$ cat src/shared/hpt_pkg.sv
// Shared constants and types for the host port block.
package hpt_pkg;

    // ****************************************************************
    // Widths
    // ****************************************************************
    localparam int HPT_DATA_W = 32;
    localparam int HPT_ADDR_W = 8;
    localparam int HPT_LANES = 4;
    localparam int HPT_LANE_W = 8;
    localparam int HPT_LEVEL_W = 8;
    localparam int HPT_IRQ_W = 8;

    // ****************************************************************
    // Address map
    // ****************************************************************
    // Word addresses below this bound reach the data FIFOs in normal mode.
    localparam logic [HPT_ADDR_W-1:0] HPT_FIFO_WIN_END = 8'h10;

    // ****************************************************************
    // Reset values
    // ****************************************************************
    localparam logic [HPT_LEVEL_W-1:0] HPT_LEVEL_RST = 8'h00;
    localparam logic [HPT_LEVEL_W-1:0] HPT_LEVEL_MAX = 8'hFF;
    localparam logic [HPT_LEVEL_W-1:0] HPT_LEVEL_ONE = 8'h01;
    localparam logic [HPT_DATA_W-1:0] HPT_DATA_RST = 32'h0000_0000;
    localparam logic [HPT_ADDR_W-1:0] HPT_ADDR_RST = 8'h00;

    // ****************************************************************
    // Timing
    // ****************************************************************
    localparam int HPT_CLK_PERIOD_NS = 100;
    localparam int HPT_TX_LEVEL_NS = 135;
    // A longest time rounds down, but never below one cycle.
    localparam int HPT_TX_LEVEL_CYC =
        (HPT_TX_LEVEL_NS / HPT_CLK_PERIOD_NS) < 1 ? 1 :
        (HPT_TX_LEVEL_NS / HPT_CLK_PERIOD_NS);

    // ****************************************************************
    // Cycle tracker states
    // ****************************************************************
    typedef enum logic [1:0] {
        HPT_IDLE  = 2'h0,
        HPT_READ  = 2'h1,
        HPT_SKIP  = 2'h3,
        HPT_WRITE = 2'h2
    } hpt_state_e;

    // Normal-mode decode: does this word address hit a data FIFO.
    function automatic logic hpt_is_fifo_addr(
        input logic [HPT_ADDR_W-1:0] addr
    );
        return addr < HPT_FIFO_WIN_END;
    endfunction

endpackage

$ cat src/core/hpt_lane_swap.sv
// Byte lane reorder between host order and internal little endian order.
`timescale 1ns/1ps
module hpt_lane_swap
    import hpt_pkg::*;
(
    input wire logic big_endian, // High selects reversed lanes
    input wire logic [HPT_DATA_W-1:0] din, // Word in
    output logic [HPT_DATA_W-1:0] dout // Word out
);

    // ****************************************************************
    // Lanes
    // ****************************************************************
    // The mapping is its own inverse, so one module serves both ways.
    for (genvar i = 0; i < HPT_LANES; i++) begin : g_lane
        assign dout[i*HPT_LANE_W +: HPT_LANE_W] = big_endian ?
            din[(HPT_LANES-1-i)*HPT_LANE_W +: HPT_LANE_W] :
            din[i*HPT_LANE_W +: HPT_LANE_W];
    end

endmodule

$ cat src/core/hpt_host_port.sv
// SRAM-like host port: cycle tracking, FIFO steering, endian reorder.
//
// Behaviour
// - Direct-FIFO pin: writes to TX, reads from RX.
// - Default mode decodes address to registers or FIFOs.
// - Endian pin low little, high big, per access.
// - Reorder four byte lanes to internal little endian.
// - Ordering chosen independently on every access.
// - Read active at reset release is ignored.
// - Writes discarded after reset until one read.
// - TX level updates within 135 ns of write.
// - Single reads and writes ended by either strobe.
// - Burst reads, including direct RX FIFO bursts.
// - Interrupt sources maskable, enabled ones drive request.
`timescale 1ns/1ps
module hpt_host_port
    import hpt_pkg::*;
(
    input wire logic clk_sys, // System clock, 10 MHz
    input wire logic arst_n, // Asynchronous reset, active low
    input wire logic chip_select_n, // Host chip select
    input wire logic read_strobe_n, // Host read strobe
    input wire logic write_strobe_n, // Host write strobe
    input wire logic [HPT_ADDR_W-1:0] host_addr, // Host word address
    input wire logic fifo_sel, // Direct-FIFO mode select
    input wire logic end_sel, // Endian select, high is big
    input wire logic [HPT_DATA_W-1:0] host_data_in, // Host data pins in
    output logic [HPT_DATA_W-1:0] host_data_out, // Host data pins out
    output logic host_data_oe, // Data pins driven
    output logic [HPT_ADDR_W-1:0] reg_addr, // Register address
    output logic reg_wr, // Register write pulse
    output logic reg_rd, // Register read pulse
    output logic [HPT_DATA_W-1:0] reg_wdata, // Register write data
    input wire logic [HPT_DATA_W-1:0] reg_rdata, // Register read data
    output logic tx_fifo_wr, // TX data FIFO push
    output logic [HPT_DATA_W-1:0] tx_fifo_wdata, // TX data FIFO word
    input wire logic tx_fifo_pop, // TX data FIFO drained a word
    output logic rx_fifo_rd, // RX data FIFO pop
    input wire logic [HPT_DATA_W-1:0] rx_fifo_rdata, // RX data FIFO word
    output logic [HPT_LEVEL_W-1:0] tx_fifo_level_info, // TX level
    input wire logic [HPT_IRQ_W-1:0] int_src, // Interrupt sources
    input wire logic [HPT_IRQ_W-1:0] int_en, // Interrupt enables
    output logic [HPT_IRQ_W-1:0] int_pending, // Enabled sources
    output logic irq // Interrupt request
);

    // ****************************************************************
    // Cycle tracker state
    // ****************************************************************
    hpt_state_e state_ff, nxt_state;
    logic [HPT_ADDR_W-1:0] addr_ff, nxt_addr;
    logic big_ff, nxt_big;
    logic fsel_ff, nxt_fsel;
    logic [HPT_DATA_W-1:0] hdata_ff, nxt_hdata;
    logic wr_go_ff, nxt_wr_go;
    logic rd_go_ff, nxt_rd_go;
    logic unlock_ff, nxt_unlock;
    logic [HPT_DATA_W-1:0] dout_ff, nxt_dout;
    logic [HPT_LEVEL_W-1:0] level_ff, nxt_level;
    logic irq_ff, nxt_irq;

    logic acc_rd;
    logic acc_wr;
    logic acc_any;
    logic to_fifo;
    logic [HPT_DATA_W-1:0] rd_word;
    logic [HPT_DATA_W-1:0] rd_host;
    logic [HPT_DATA_W-1:0] wr_int;

    // Either strobe may end a cycle: both must be low for it to be live.
    assign acc_rd = !chip_select_n && !read_strobe_n;
    assign acc_wr = !chip_select_n && !write_strobe_n;
    assign acc_any = acc_rd || acc_wr;

    // The mode and lane order are those latched at the cycle's start.
    assign to_fifo = fsel_ff || hpt_is_fifo_addr(addr_ff);

    // ****************************************************************
    // Lane reorder
    // ****************************************************************
    hpt_lane_swap u_swap_wr (
        .big_endian (big_ff),
        .din (hdata_ff),
        .dout (wr_int)
    );

    assign rd_word = to_fifo ? rx_fifo_rdata : reg_rdata;

    hpt_lane_swap u_swap_rd (
        .big_endian (big_ff),
        .din (rd_word),
        .dout (rd_host)
    );

    // ****************************************************************
    // Cycle tracker
    // ****************************************************************
    always_comb begin
        nxt_state = state_ff;
        nxt_addr = addr_ff;
        nxt_big = big_ff;
        nxt_fsel = fsel_ff;
        nxt_hdata = hdata_ff;
        nxt_wr_go = 1'b0;
        nxt_rd_go = 1'b0;
        nxt_unlock = unlock_ff;
        nxt_dout = dout_ff;
        if (rd_go_ff) begin
            nxt_dout = rd_host;
        end
        unique case (state_ff)
            HPT_IDLE: begin
                if (acc_rd || acc_wr) begin
                    nxt_addr = host_addr;
                    nxt_big = end_sel;
                    nxt_fsel = fifo_sel;
                end
                if (acc_rd) begin
                    nxt_state = HPT_READ;
                    nxt_rd_go = 1'b1;
                end else if (acc_wr) begin
                    nxt_state = HPT_WRITE;
                    nxt_hdata = host_data_in;
                end
            end
            HPT_READ: begin
                if (!acc_rd) begin
                    nxt_state = HPT_IDLE;
                    nxt_unlock = 1'b1;
                end
            end
            HPT_WRITE: begin
                if (acc_wr) begin
                    nxt_hdata = host_data_in;
                end else begin
                    // Data is taken at the trailing edge, like an SRAM.
                    nxt_state = HPT_IDLE;
                    nxt_wr_go = unlock_ff;
                end
            end
            HPT_SKIP: begin
                // A cycle already running at reset release is let run out.
                if (!acc_any) begin
                    nxt_state = HPT_IDLE;
                end
            end
        endcase
    end

    always_ff @(posedge clk_sys or negedge arst_n) begin
        if (!arst_n) begin
            state_ff <= HPT_SKIP;
            addr_ff <= HPT_ADDR_RST;
            big_ff <= 1'b0;
            fsel_ff <= 1'b0;
            hdata_ff <= HPT_DATA_RST;
            wr_go_ff <= 1'b0;
            rd_go_ff <= 1'b0;
            unlock_ff <= 1'b0;
            dout_ff <= HPT_DATA_RST;
        end else begin
            state_ff <= nxt_state;
            addr_ff <= nxt_addr;
            big_ff <= nxt_big;
            fsel_ff <= nxt_fsel;
            hdata_ff <= nxt_hdata;
            wr_go_ff <= nxt_wr_go;
            rd_go_ff <= nxt_rd_go;
            unlock_ff <= nxt_unlock;
            dout_ff <= nxt_dout;
        end
    end

    assign reg_addr = addr_ff;
    assign reg_wr = wr_go_ff && !to_fifo;
    assign tx_fifo_wr = wr_go_ff && to_fifo;
    assign reg_rd = rd_go_ff && !to_fifo;
    assign rx_fifo_rd = rd_go_ff && to_fifo;
    assign reg_wdata = wr_int;
    assign tx_fifo_wdata = wr_int;
    assign host_data_out = dout_ff;
    assign host_data_oe = (state_ff == HPT_READ);

    // ****************************************************************
    // TX level and interrupt request
    // ****************************************************************
    // Level moves on the cycle after the push, well inside the limit.
    always_comb begin
        nxt_level = level_ff;
        if (tx_fifo_wr && !tx_fifo_pop && level_ff != HPT_LEVEL_MAX) begin
            nxt_level = level_ff + HPT_LEVEL_ONE;
        end else if (tx_fifo_pop && !tx_fifo_wr &&
                     level_ff != HPT_LEVEL_RST) begin
            nxt_level = level_ff - HPT_LEVEL_ONE;
        end
        nxt_irq = |(int_src & int_en);
    end

    always_ff @(posedge clk_sys or negedge arst_n) begin
        if (!arst_n) begin
            level_ff <= HPT_LEVEL_RST;
            irq_ff <= 1'b0;
        end else begin
            level_ff <= nxt_level;
            irq_ff <= nxt_irq;
        end
    end

    assign tx_fifo_level_info = level_ff;
    assign int_pending = int_src & int_en;
    assign irq = irq_ff;

    localparam int LVL_CYC = HPT_TX_LEVEL_CYC;
endmodule

$ cat config.mk
export PLATFORM = sky130hd
export DESIGN_NAME = hpt_host_port
export DESIGN_NICKNAME = d
export VERILOG_FILES = /design/src/shared/hpt_pkg.sv /design/src/core/hpt_lane_swap.sv /design/src/core/hpt_host_port.sv
export SDC_FILE = /design/constraint.sdc
export NUM_CORES = 1
export LEC_CHECK = 0
export ABC_AREA = 0
export BUFFER_PORTS_ARGS = -buffer_cell sky130_fd_sc_hd__buf_2
export CORE_ASPECT_RATIO = 1.75
export CORE_MARGIN = 3
export CORE_UTILIZATION = 52
export CTS_BUF_LIST = sky130_fd_sc_hd__clkbuf_4 sky130_fd_sc_hd__clkbuf_8
export DETAILED_ROUTE_END_ITERATION = 12
export PLACE_DENSITY = 0.89
export SETUP_SLACK_MARGIN = 0.2
export SYNTH_ARGS = -nofsm -noshare
export SYNTH_HDL_FRONTEND = slang
export SYNTH_SLANG_ARGS = --single-unit
$ cat constraint.sdc
create_clock -name clk_sys -period 3.9 [get_ports clk_sys]
set_input_delay 0 -clock clk_sys [delete_from_list [all_inputs] [get_ports clk_sys]]
set_output_delay 0 -clock clk_sys [all_outputs]
set_load 0.01 [all_outputs]
==> impl_metrics.py, run 1 <==
metrics = {
    "min_path": {
        "worst_hold_path_type": "primary input to register",
    },
    "setup_path": {
        "critical_path.max_fanout": 7,
        "path_cells": "nor4_4 -> o21ai_2 -> nor3_1 -> inv_1 -> ha_1 -> a21o_1 -> a21oi_1 -> o21ai_0 -> xor2_1 -> mux2_4",
        "critical_path_required_ns": 4.14,
        "cp_top_family": "compound AO/OA/AOI/OAI gates",
        "cp.buffers_inverters": 1,
        "worst_ep_arrival_time_ns": 3.23,
        "cpPeakStageDelay_ns": 0.43,
        "timing.critical_path.from_type": "register",
        "critical-path-slowest-cell": "dfrtp_1",
        "reg2reg_slack_ns": 0.91,
        "cp-end-kind": "register",
        "crit_type": "register to register",
    },
    "yosys": {
        "synth-async-reset-ratio_pct": 100.0,
        "ys.warnings.count": 0,
        "syn_area_um2": 5202,
        "synthesis.area_per_instance_um2": 13.37,
        "synthesis.nets": 524,
        "synthFlopType": "dfrtp_1",
        "unique_cell_type_count_in_the_yosys_netlist": 42,
        "synth_edf_count": 0,
        "yosysSeqAreaShare_pct": 42.38,
        "syn_inst": 389,
        "synth-seq-cells": 88,
    },
    "die": {
        "die_w_um": 81.61,
        "rows": 47,
        "die_height_um": 138.3,
        "start_util_pct": 54.27,
        "core_area_um2": 9585,
        "boundaryPins": 254,
        "dieArea_um2": 11290,
    },
    "clock_tree": {
        "postCtsSetupRepairBufs": 0,
        "hold_buffers": 51,
        "cts_repair_resize_count": 0,
        "clk_transition_reported_paths_ns": 0.09,
        "cts_sinks": 88,
        "clk_latency_ns": 0.35,
        "clockRootBuffer": "clkbuf_8",
        "h_tree_depth": 3,
        "cts_buffers": 9,
        "cts_tree": "built",
        "cts.path.max_buffers": 2,
    },
    "detailed_routing": {
        "drt.antenna.violating_nets": 0,
        "wl_per_cell_um": 18.64,
        "avgViaCountPerCell": 5.359,
        "wirelength_mm": 14.56,
        "initialDrtViolationCount": 162,
        "drc_errors": 0,
        "via_count": 4185,
        "drt-pass1-iter-count": 4,
    },
    "timing": {
        "timing.final.ws_setup_ns": 0.9059,
        "period_minus_slack_ns": 2.994,
        "maxSlewViolCount": 0,
        "final_min_period_over_clock_period_pct": 76.77,
        "tns_ns": 0,
        "hold_violations": 0,
        "tightest_slew_ns": 1.202,
        "relSlewSlack_pct": 19.87,
        "rsz_0062_raised_after_global_routing": "no",
        "setup_viol": 0,
        "finClkSkew_ns": 0.01331,
        "fmax_mhz": 334.0,
    },
    "final_layout": {
        "antenna_cells": 0,
        "fillCellCount": 628,
        "layout.cells.most_common_list": "buf_2, dfrtp_1, mux2_2",
        "final_layout_size_suffix_gt1_share_pct": 59.79,
        "most_common_cell_after_layout_fill_and_taps_aside": "buf_2",
        "area_growth_synth_to_finish_pct": 33.60,
        "utilization_pct": 72.51,
        "final_cell_area_um2": 6950,
        "nets": 789,
    },
    "grt": {
        "antenna_found_initial": 0,
        "grt_first_pass_wirelength_mm": 22.53,
        "total_global_routing_track_utilization_pct": 25.78,
        "grt_max_degree": 89,
        "grt.overflow.total": 0,
        "first_global_vias": 4474,
    },
    "power": {
        "peakVddDrop_mv": 0.4183,
        "power_dens_cells_nw_per_um2": 572.7,
        "p_total_mw": 3.980,
        "power_leakage_nw": 3.547,
    },
    "placement": {
        "half_perimeter_wire_length_after_detailed_placement_mm": 10.21,
        "cell_area_placed_um2": 6240,
        "preCtsSetupSlack_ns": 0.9677,
        "gp_congestion": 0.8504,
        "place.port_buffers": 253,
    },
    "run": {
        "drv_cap": 0,
    },
    "run_status": {
        "outcome": "finished, final reports clean",
    },
}
## cells by family (layout without fill, tap and decap cells)
group,after synthesis,in the layout,synth area share (%)
AOI/OAI and AO/OA,17,17,2.598
xor gates and xnor gates,7,7,1.178
adders and majority gates,7,7,1.828
buffers and inverters,56,326,8.008
DFF,88,88,42.38
muxes,177,177,39.35
and+or+nand+nor,37,37,4.665
## through the flow
step	hold slack [ns]	instances
floorplan	-0.2956	389
global placement	0.2319	714
detailed placement	0.2346	714
CTS	0.06756	781
global route	0.1004	781
finish	0.09920	781
## worst reg2reg max path, stage by stage (launching register included)
cell and delay [ns]:
dfrtp_1 0.43, nor4_4 0.38, o21ai_2 0.12, nor3_1 0.30
inv_1 0.23, ha_1 0.33, a21o_1 0.18, a21oi_1 0.30
o21ai_0 0.19, xor2_1 0.17, mux2_4 0.26
## state kept, by name (all words and copies together), names as in the netlist
name / flops
big_ff: 1
fsel_ff: 1
hdata_ff: 32
host_data_out: 32
irq: 1
rd_go_ff: 1
reg_addr: 8
state_ff: 2
tx_fifo_level_info: 8
unlock_ff: 1
wr_go_ff: 1
## report_power, final
| group | leakage [nW] | total (mW) | switching, mW | internal, mW |
|---|---|---|---|---|
| logic | 2.43 | 1.90 | 0.905 | 0.994 |
| registers | 1.03 | 1.44 | 0.252 | 1.19 |
| clock network | 0.0886 | 0.637 | 0.332 | 0.306 |
## cell type report
type,instances,area [um^2],share of cell area (%)
Clock buffer,10,131.4,1.890
Clock inverter,6,68.82,0.9901
Inverter,4,15.01,0.2160
Multi-Input combinational cell,245,2582,37.16
Sequential cell,88,2206,31.74
Tap cell,122,152.6,2.196
Timing Repair Buffer,306,1794,25.81
## cells in the mapped netlist (all sizes together) (2+ instances only)
master	n	area share, %
clkbuf	3	0.22
dfstp	2	1.0
ha	6	1.4
nor2	5	0.50
mux2	112	27
mux2i	65	13
dfrtp	86	41
nand2	5	0.36
and2	10	1.2
nand2b	2	0.24
xnor2	4	0.67
inv	4	0.29
xor2	3	0.51
nor4	4	0.89
or2	2	0.24
nor2b	2	0.24
nand4	2	0.24
buf	49	7.5
or4	3	0.43
o21ai	3	0.36
a21oi	6	0.58
## routing by layer
layer	GRT usage (%)	wire, um	part of all wire, %
met1	26.12	4901	34
met3	6.185	916	6.3
met5	0	0	0
met2	47.94	8281	57
met4	11.03	461	3.2
## final timing paths
kind,start,endpoint,cells past startpoint
setup / recovery,reg_addr[6],tx_fifo_level_info[5],10
hold / removal,rx_fifo_rdata[0],host_data_out[0],4
setup reg to reg,reg_addr[6],tx_fifo_level_info[5],10
hold reg to reg,unlock_ff,unlock_ff,1
max in group asynchronous,arst_n,big_ff,2
min in group asynchronous,arst_n,host_data_out[10],2
Note: power is estimated with default switching activity, not from simulation.
==> inputs of run 2 (changes only) <==
--- a/config.mk
+++ b/config.mk
@@ -9,10 +9,10 @@
 export BUFFER_PORTS_ARGS = -buffer_cell sky130_fd_sc_hd__buf_2
 export CORE_ASPECT_RATIO = 1.75
 export CORE_MARGIN = 3
-export CORE_UTILIZATION = 52
+export CORE_UTILIZATION = 48
 export CTS_BUF_LIST = sky130_fd_sc_hd__clkbuf_4 sky130_fd_sc_hd__clkbuf_8
 export DETAILED_ROUTE_END_ITERATION = 12
-export PLACE_DENSITY = 0.89
+export PLACE_DENSITY = 0.83
 export SETUP_SLACK_MARGIN = 0.2
 export SYNTH_ARGS = -nofsm -noshare
 export SYNTH_HDL_FRONTEND = slang
==> constraint.sdc (replaced) <==
create_clock -name clk_sys -period 2.95 [get_ports clk_sys]
set_input_delay 0 -clock clk_sys [delete_from_list [all_inputs] [get_ports clk_sys]]
set_output_delay 0 -clock clk_sys [all_outputs]
set_load 0.01 [all_outputs]
==> impl_metrics.py, run 2 (synthesis gave the netlist of run 1 again) <==
metrics = {
    "setup_path": {
        "worstReg2RegStart": "reg_addr[6]",
        "timing.critical_path.from_type": "register",
        "cp-end-kind": "register",
        "cp.buffers_inverters": 1,
        "critical_path_required_ns": 3.19,
        "critical-path-slowest-cell": "dfrtp_1",
        "cpPeakStageDelay_ns": 0.42,
        "startpoint": "reg_addr[6]",
        "crit_type": "register to register",
        "path_cells": "nor4_4 -> o21ai_2 -> nor3_4 -> inv_2 -> ha_1 -> a21o_1 -> a21oi_2 -> o21ai_0 -> xor2_1 -> mux2_4",
        "cp_top_family": "compound AO/OA/AOI/OAI gates",
        "critical_path.reg2reg.endpoint": "tx_fifo_level_info[5]",
        "reg2reg_slack_ns": 0.32,
        "worstRegToRegCells": 10,
        "worst_ep_arrival_time_ns": 2.87,
        "critical_path.max_fanout": 7,
    },
    "min_path": {
        "worstHoldPathCells": 2,
        "hold_path.startpoint": "write_strobe_n",
        "holdPathEnd": "wr_go_ff",
        "worst_hold_path_type": "primary input to register",
    },
    "placement": {
        "place.port_buffers": 253,
        "preCtsSetupSlack_ns": -0.003209,
        "gp_congestion": 0.8459,
        "half_perimeter_wire_length_after_detailed_placement_mm": 9.995,
    },
    "timing": {
        "setup_viol": 0,
        "tightest_slew_ns": 1.102,
        "rsz_0062_raised_after_global_routing": "yes",
        "period_minus_slack_ns": 2.627,
        "relSlewSlack_pct": 26.52,
        "maxSlewViolCount": 0,
        "finClkSkew_ns": 0.01377,
        "final_min_period_over_clock_period_pct": 89.06,
        "fmax_mhz": 380.6,
        "timing.final.ws_setup_ns": 0.3227,
        "hold_violations": 0,
    },
    "clock_tree": {
        "cts_buffers": 9,
        "cts_tree": "built",
        "clk_transition_reported_paths_ns": 0.09,
        "clockRootBuffer": "clkbuf_8",
        "cts.path.max_buffers": 2,
        "cts_sinks": 88,
        "h_tree_depth": 3,
        "clk_latency_ns": 0.35,
    },
    "detailed_routing": {
        "avgViaCountPerCell": 5.244,
        "via_count": 4143,
        "drt-pass1-iter-count": 4,
        "drc_errors": 0,
        "drt.antenna.violating_nets": 0,
        "initialDrtViolationCount": 98,
        "wl_per_cell_um": 17.90,
        "wirelength_mm": 14.14,
    },
    "die": {
        "start_util_pct": 49.92,
        "die_w_um": 84.70,
        "boundaryPins": 254,
        "die_height_um": 143.7,
        "dieArea_um2": 12170,
        "core_area_um2": 10420,
        "rows": 49,
    },
    "grt": {
        "grt_max_degree": 89,
        "grt_use_met2_pct": 42.63,
        "first_global_vias": 4574,
        "antenna_found_initial": 0,
        "total_global_routing_track_utilization_pct": 22.84,
        "grt_first_pass_wirelength_mm": 22.20,
        "grt_busiest_layer": "met2",
        "grt_use_met3_pct": 5.450,
        "grtUsageMet1_pct": 23.47,
        "grt.overflow.total": 0,
    },
    "final_layout": {
        "layout.cells.most_common_list": "buf_2, dfrtp_1, mux2_2",
        "antenna_cells": 0,
        "final_layout_size_suffix_gt1_share_pct": 60.94,
        "utilization_pct": 67.23,
        "nets": 793,
        "area_growth_synth_to_finish_pct": 34.68,
        "most_common_cell_after_layout_fill_and_taps_aside": "buf_2",
    },
    "run_status": {
        "outcome": "finished, final reports clean",
    },
    "power": {
        "power_leakage_nw": 3.578,
        "peakVddDrop_mv": 0.6565,
        "power_dens_cells_nw_per_um2": 750.3,
    },
    "run": {
        "drv_cap": 0,
    },
}
## run 2: layout make-up
cell class              instances  area, um^2
clock buffers                  10       131.4
clock inverters                 6       67.56
fillers                       776        3416
inverters                       4       15.01
multi-input cells             245        2604
flip-flops and latches         88        2208
well taps                     127       158.9
repair buffers                310        1822
## run 2: what timing repair did
action | 4_1_cts | 5_1_grt
endpoints found under the hold margin | 133 | 0
pin swaps | 1 | 1
setup buffers | 0 | 1
resized for setup | 4 | 2
hold buffers | 50 | 0
setup endpoints to repair | 5 | 4
## run 2: layer usage
layer / part of all wire, % / up-vias
met5: 0 / -
met4: 3.6 / 0
met3: 5.7 / 40
met2: 57 / 180
met1: 34 / 2020
li1: - / 1903
## run 2: stage by stage
step	cell area, um^2	setup TNS, ns	std cells	total power, mW	hold slack [ns]
after detailed placement	6279	-0.003209	723	4.345	0.2361
after global routing	7007	0	790	5.585	0.01908
after CTS	6990	0	789	5.274	0.01800
final	7007	0	790	5.257	0.03736
after floorplan	5202	0	389	3.600	-0.2956
after global placement	6279	0	723	4.237	0.2322
## run 2: report_power, final
part	switching (mW)	total, mW	internal (mW)
clock network	0.439	0.845	0.406
registers	0.343	1.92	1.58
logic	1.16	2.49	1.33
## run 2: worst reg2reg max path: stages (launching register included)
cell and delay [ns]:
dfrtp_1 0.42, nor4_4 0.35, o21ai_2 0.13, nor3_4 0.22, inv_2 0.13, ha_1 0.30, a21o_1 0.19, a21oi_2 0.22
o21ai_0 0.15, xor2_1 0.16, mux2_4 0.26
## run 2: how the worst max path moves through the flow
stage | to | slack [ns] | depth (start not counted)
2_1_floorplan | tx_fifo_level_info[5] | 0.30 | 10
6_report | tx_fifo_level_info[5] | 0.32 | 10
3_5_place_dp | tx_fifo_level_info[5] | -0.003 | 10
5_1_grt | tx_fifo_level_info[7] | 0.16 | 10
4_1_cts | tx_fifo_level_info[6] | 0.22 | 10
3_3_place_gp | tx_fifo_level_info[5] | 0.14 | 10
==> inputs of run 3 (changes only) <==
--- a/config.mk
+++ b/config.mk
@@ -6,14 +6,14 @@
 export NUM_CORES = 1
 export LEC_CHECK = 0
 export ABC_AREA = 0
-export BUFFER_PORTS_ARGS = -buffer_cell sky130_fd_sc_hd__buf_2
-export CORE_ASPECT_RATIO = 1.75
 export CORE_MARGIN = 3
-export CORE_UTILIZATION = 48
+export CORE_UTILIZATION = 62
 export CTS_BUF_LIST = sky130_fd_sc_hd__clkbuf_4 sky130_fd_sc_hd__clkbuf_8
 export DETAILED_ROUTE_END_ITERATION = 12
-export PLACE_DENSITY = 0.83
+export DONT_BUFFER_PORTS = 1
+export PLACE_DENSITY = 0.78
 export SETUP_SLACK_MARGIN = 0.2
+export SKIP_LAST_GASP = 1
 export SYNTH_ARGS = -nofsm -noshare
 export SYNTH_HDL_FRONTEND = slang
 export SYNTH_SLANG_ARGS = --single-unit
==> impl_metrics.py, run 3 (synthesis gave the netlist of run 1 again) <==
metrics = {
    "clock_tree": {
        "cts_tree": "built",
        "clockRootBuffer": "clkbuf_8",
        "cts.path.max_buffers": 2,
        "cts_buffers": 9,
        "cts_sinks": 88,
        "h_tree_depth": 3,
        "clk_transition_reported_paths_ns": 0.09,
        "clk_latency_ns": 0.34,
    },
    "setup_path": {
        "cp-end-kind": "register",
        "cp.buffers_inverters": 1,
        "cp_top_family": "compound AO/OA/AOI/OAI gates",
        "critical-path-slowest-cell": "dfrtp_2",
        "timing.critical_path.from_type": "register",
        "reg2reg_slack_ns": 0.30,
        "critical_path_required_ns": 3.18,
        "crit_type": "register to register",
        "cpPeakStageDelay_ns": 0.47,
        "path_cells": "nor4_4 -> o21ai_2 -> nor3_2 -> inv_2 -> ha_1 -> a21o_1 -> a21oi_2 -> o21ai_1 -> xor2_1 -> mux2_4",
        "critical_path.max_fanout": 7,
        "worst_ep_arrival_time_ns": 2.88,
    },
    "detailed_routing": {
        "via_count": 3149,
        "drc_errors": 0,
        "drt.antenna.violating_nets": 0,
        "avgViaCountPerCell": 6.138,
        "drt-pass1-iter-count": 6,
        "wl_per_cell_um": 22.53,
        "wirelength_mm": 11.56,
        "initialDrtViolationCount": 71,
    },
    "die": {
        "die_w_um": 97.61,
        "rows": 32,
        "boundaryPins": 254,
        "die_height_um": 97.61,
        "core_area_um2": 7928,
        "dieArea_um2": 9527,
        "start_util_pct": 65.63,
    },
    "power": {
        "peakVddDrop_mv": 0.5021,
        "power_dens_cells_nw_per_um2": 812.1,
        "power_leakage_nw": 2.578,
    },
    "placement": {
        "gp_congestion": 0.7587,
        "preCtsSetupSlack_ns": 0.04127,
        "cell_area_placed_um2": 4966,
        "place.port_buffers": 0,
        "post-place-cells": 442,
        "half_perimeter_wire_length_after_detailed_placement_mm": 7.916,
    },
    "final_layout": {
        "layout.cells.most_common_list": "dfrtp_1, mux2_2, mux2i_1",
        "final_cell_area_um2": 5752,
        "final-instance-count-excl-fill": 513,
        "area_growth_synth_to_finish_pct": 10.56,
        "final_layout_size_suffix_gt1_share_pct": 37.23,
        "antenna_cells": 0,
        "nets": 541,
        "most_common_cell_after_layout_fill_and_taps_aside": "dfrtp_1",
    },
    "timing": {
        "hold_violations": 0,
        "fmax_mhz": 377.2,
        "timing.final.ws_setup_ns": 0.2988,
        "finalHoldWorstSlack_ns": 0.01839,
        "maxSlewViolCount": 0,
        "finClkSkew_ns": 0.01195,
        "rsz_0062_raised_after_global_routing": "yes",
        "tns_ns": 0,
        "tightest_slew_ns": 1.178,
        "final_min_period_over_clock_period_pct": 89.87,
        "period_minus_slack_ns": 2.651,
        "relSlewSlack_pct": 21.31,
        "setup_viol": 0,
    },
    "min_path": {
        "worst_hold_path_type": "primary input to register",
    },
    "grt": {
        "grt.overflow.total": 0,
        "total_global_routing_track_utilization_pct": 23.86,
        "antenna_found_initial": 0,
        "first_global_vias": 3439,
        "grt_first_pass_wirelength_mm": 18.15,
        "grt_max_degree": 89,
    },
    "run": {
        "drv_cap": 0,
    },
    "run_status": {
        "outcome": "finished, final reports clean",
    },
}
run 3: changes by cell type in the layout (fill, tap and decap cells not counted), sizes merged:
cell	before	now
buf	260	6
dlygate4sd3	50	52
clkinv	1	3
inv	6	5
clkinvlp	2	1
run 3: area by class of cell:
class / count / area (um^2)
clock buffer: 10 / 131.4
clock inverter: 6 / 68.82
fill: 532 / 2176
inverter: 4 / 15.01
multi-input combinational: 245 / 2603
sequential: 88 / 2208
tap: 102 / 127.6
timing repair buffer: 58 / 598.1
run 3: path summary, 6_finish.rpt:
| check | startpoint | end | depth (start not counted) |
|---|---|---|---|
| worst max register to register | reg_addr[6] | tx_fifo_level_info[5] | 10 |
| worst min register to register | unlock_ff | unlock_ff | 1 |
| worst max-delay path | reg_addr[6] | tx_fifo_level_info[5] | 10 |
| worst min-delay path | rx_fifo_rdata[10] | host_data_out[10] | 3 |
| max in group asynchronous | arst_n | state_ff[0] | 2 |
| min in group asynchronous | arst_n | hdata_ff[8] | 2 |
run 3: through the flow:
step / util [%] / power (mW)
after floorplan: - / 3.600
after global placement: 62.64 / 3.646
after detailed placement: 62.64 / 3.732
after CTS: 72.24 / 4.677
after global routing: 72.55 / 4.948
final: 72.55 / 4.671
run 3: power by group:
group / switching, mW / internal (mW) / total, mW
combinational: 0.817 / 0.920 / 1.74
clock: 0.431 / 0.406 / 0.837
sequential: 0.520 / 1.58 / 2.10
run 3: worst register-to-register path, stage by stage, from the launching register on:
cell and delay, ns:
dfrtp_2 0.47, nor4_4 0.35, o21ai_2 0.12, nor3_2 0.23, inv_2 0.12, ha_1 0.30
a21o_1 0.20, a21oi_2 0.22, o21ai_1 0.12, xor2_1 0.15, mux2_4 0.25
run 3: what timing repair did:
action                                  CTS  global route
endpoints found under the setup margin    3             4
hold endpoints to repair                137             0
gates resized for setup                   2             7
setup buffers                             1             1
pin swaps                                 1             2
hold buffers                             53             0
run 3: per-layer routing:
metal / up-vias / wire length, um / global-route usage, %
li1: 1402 / - / -
met1: 1562 / 4182 / 25.79
met2: 173 / 6285 / 44.07
met3: 12 / 971 / 8.902
met4: 0 / 122 / 5.431
met5: - / 0 / 0
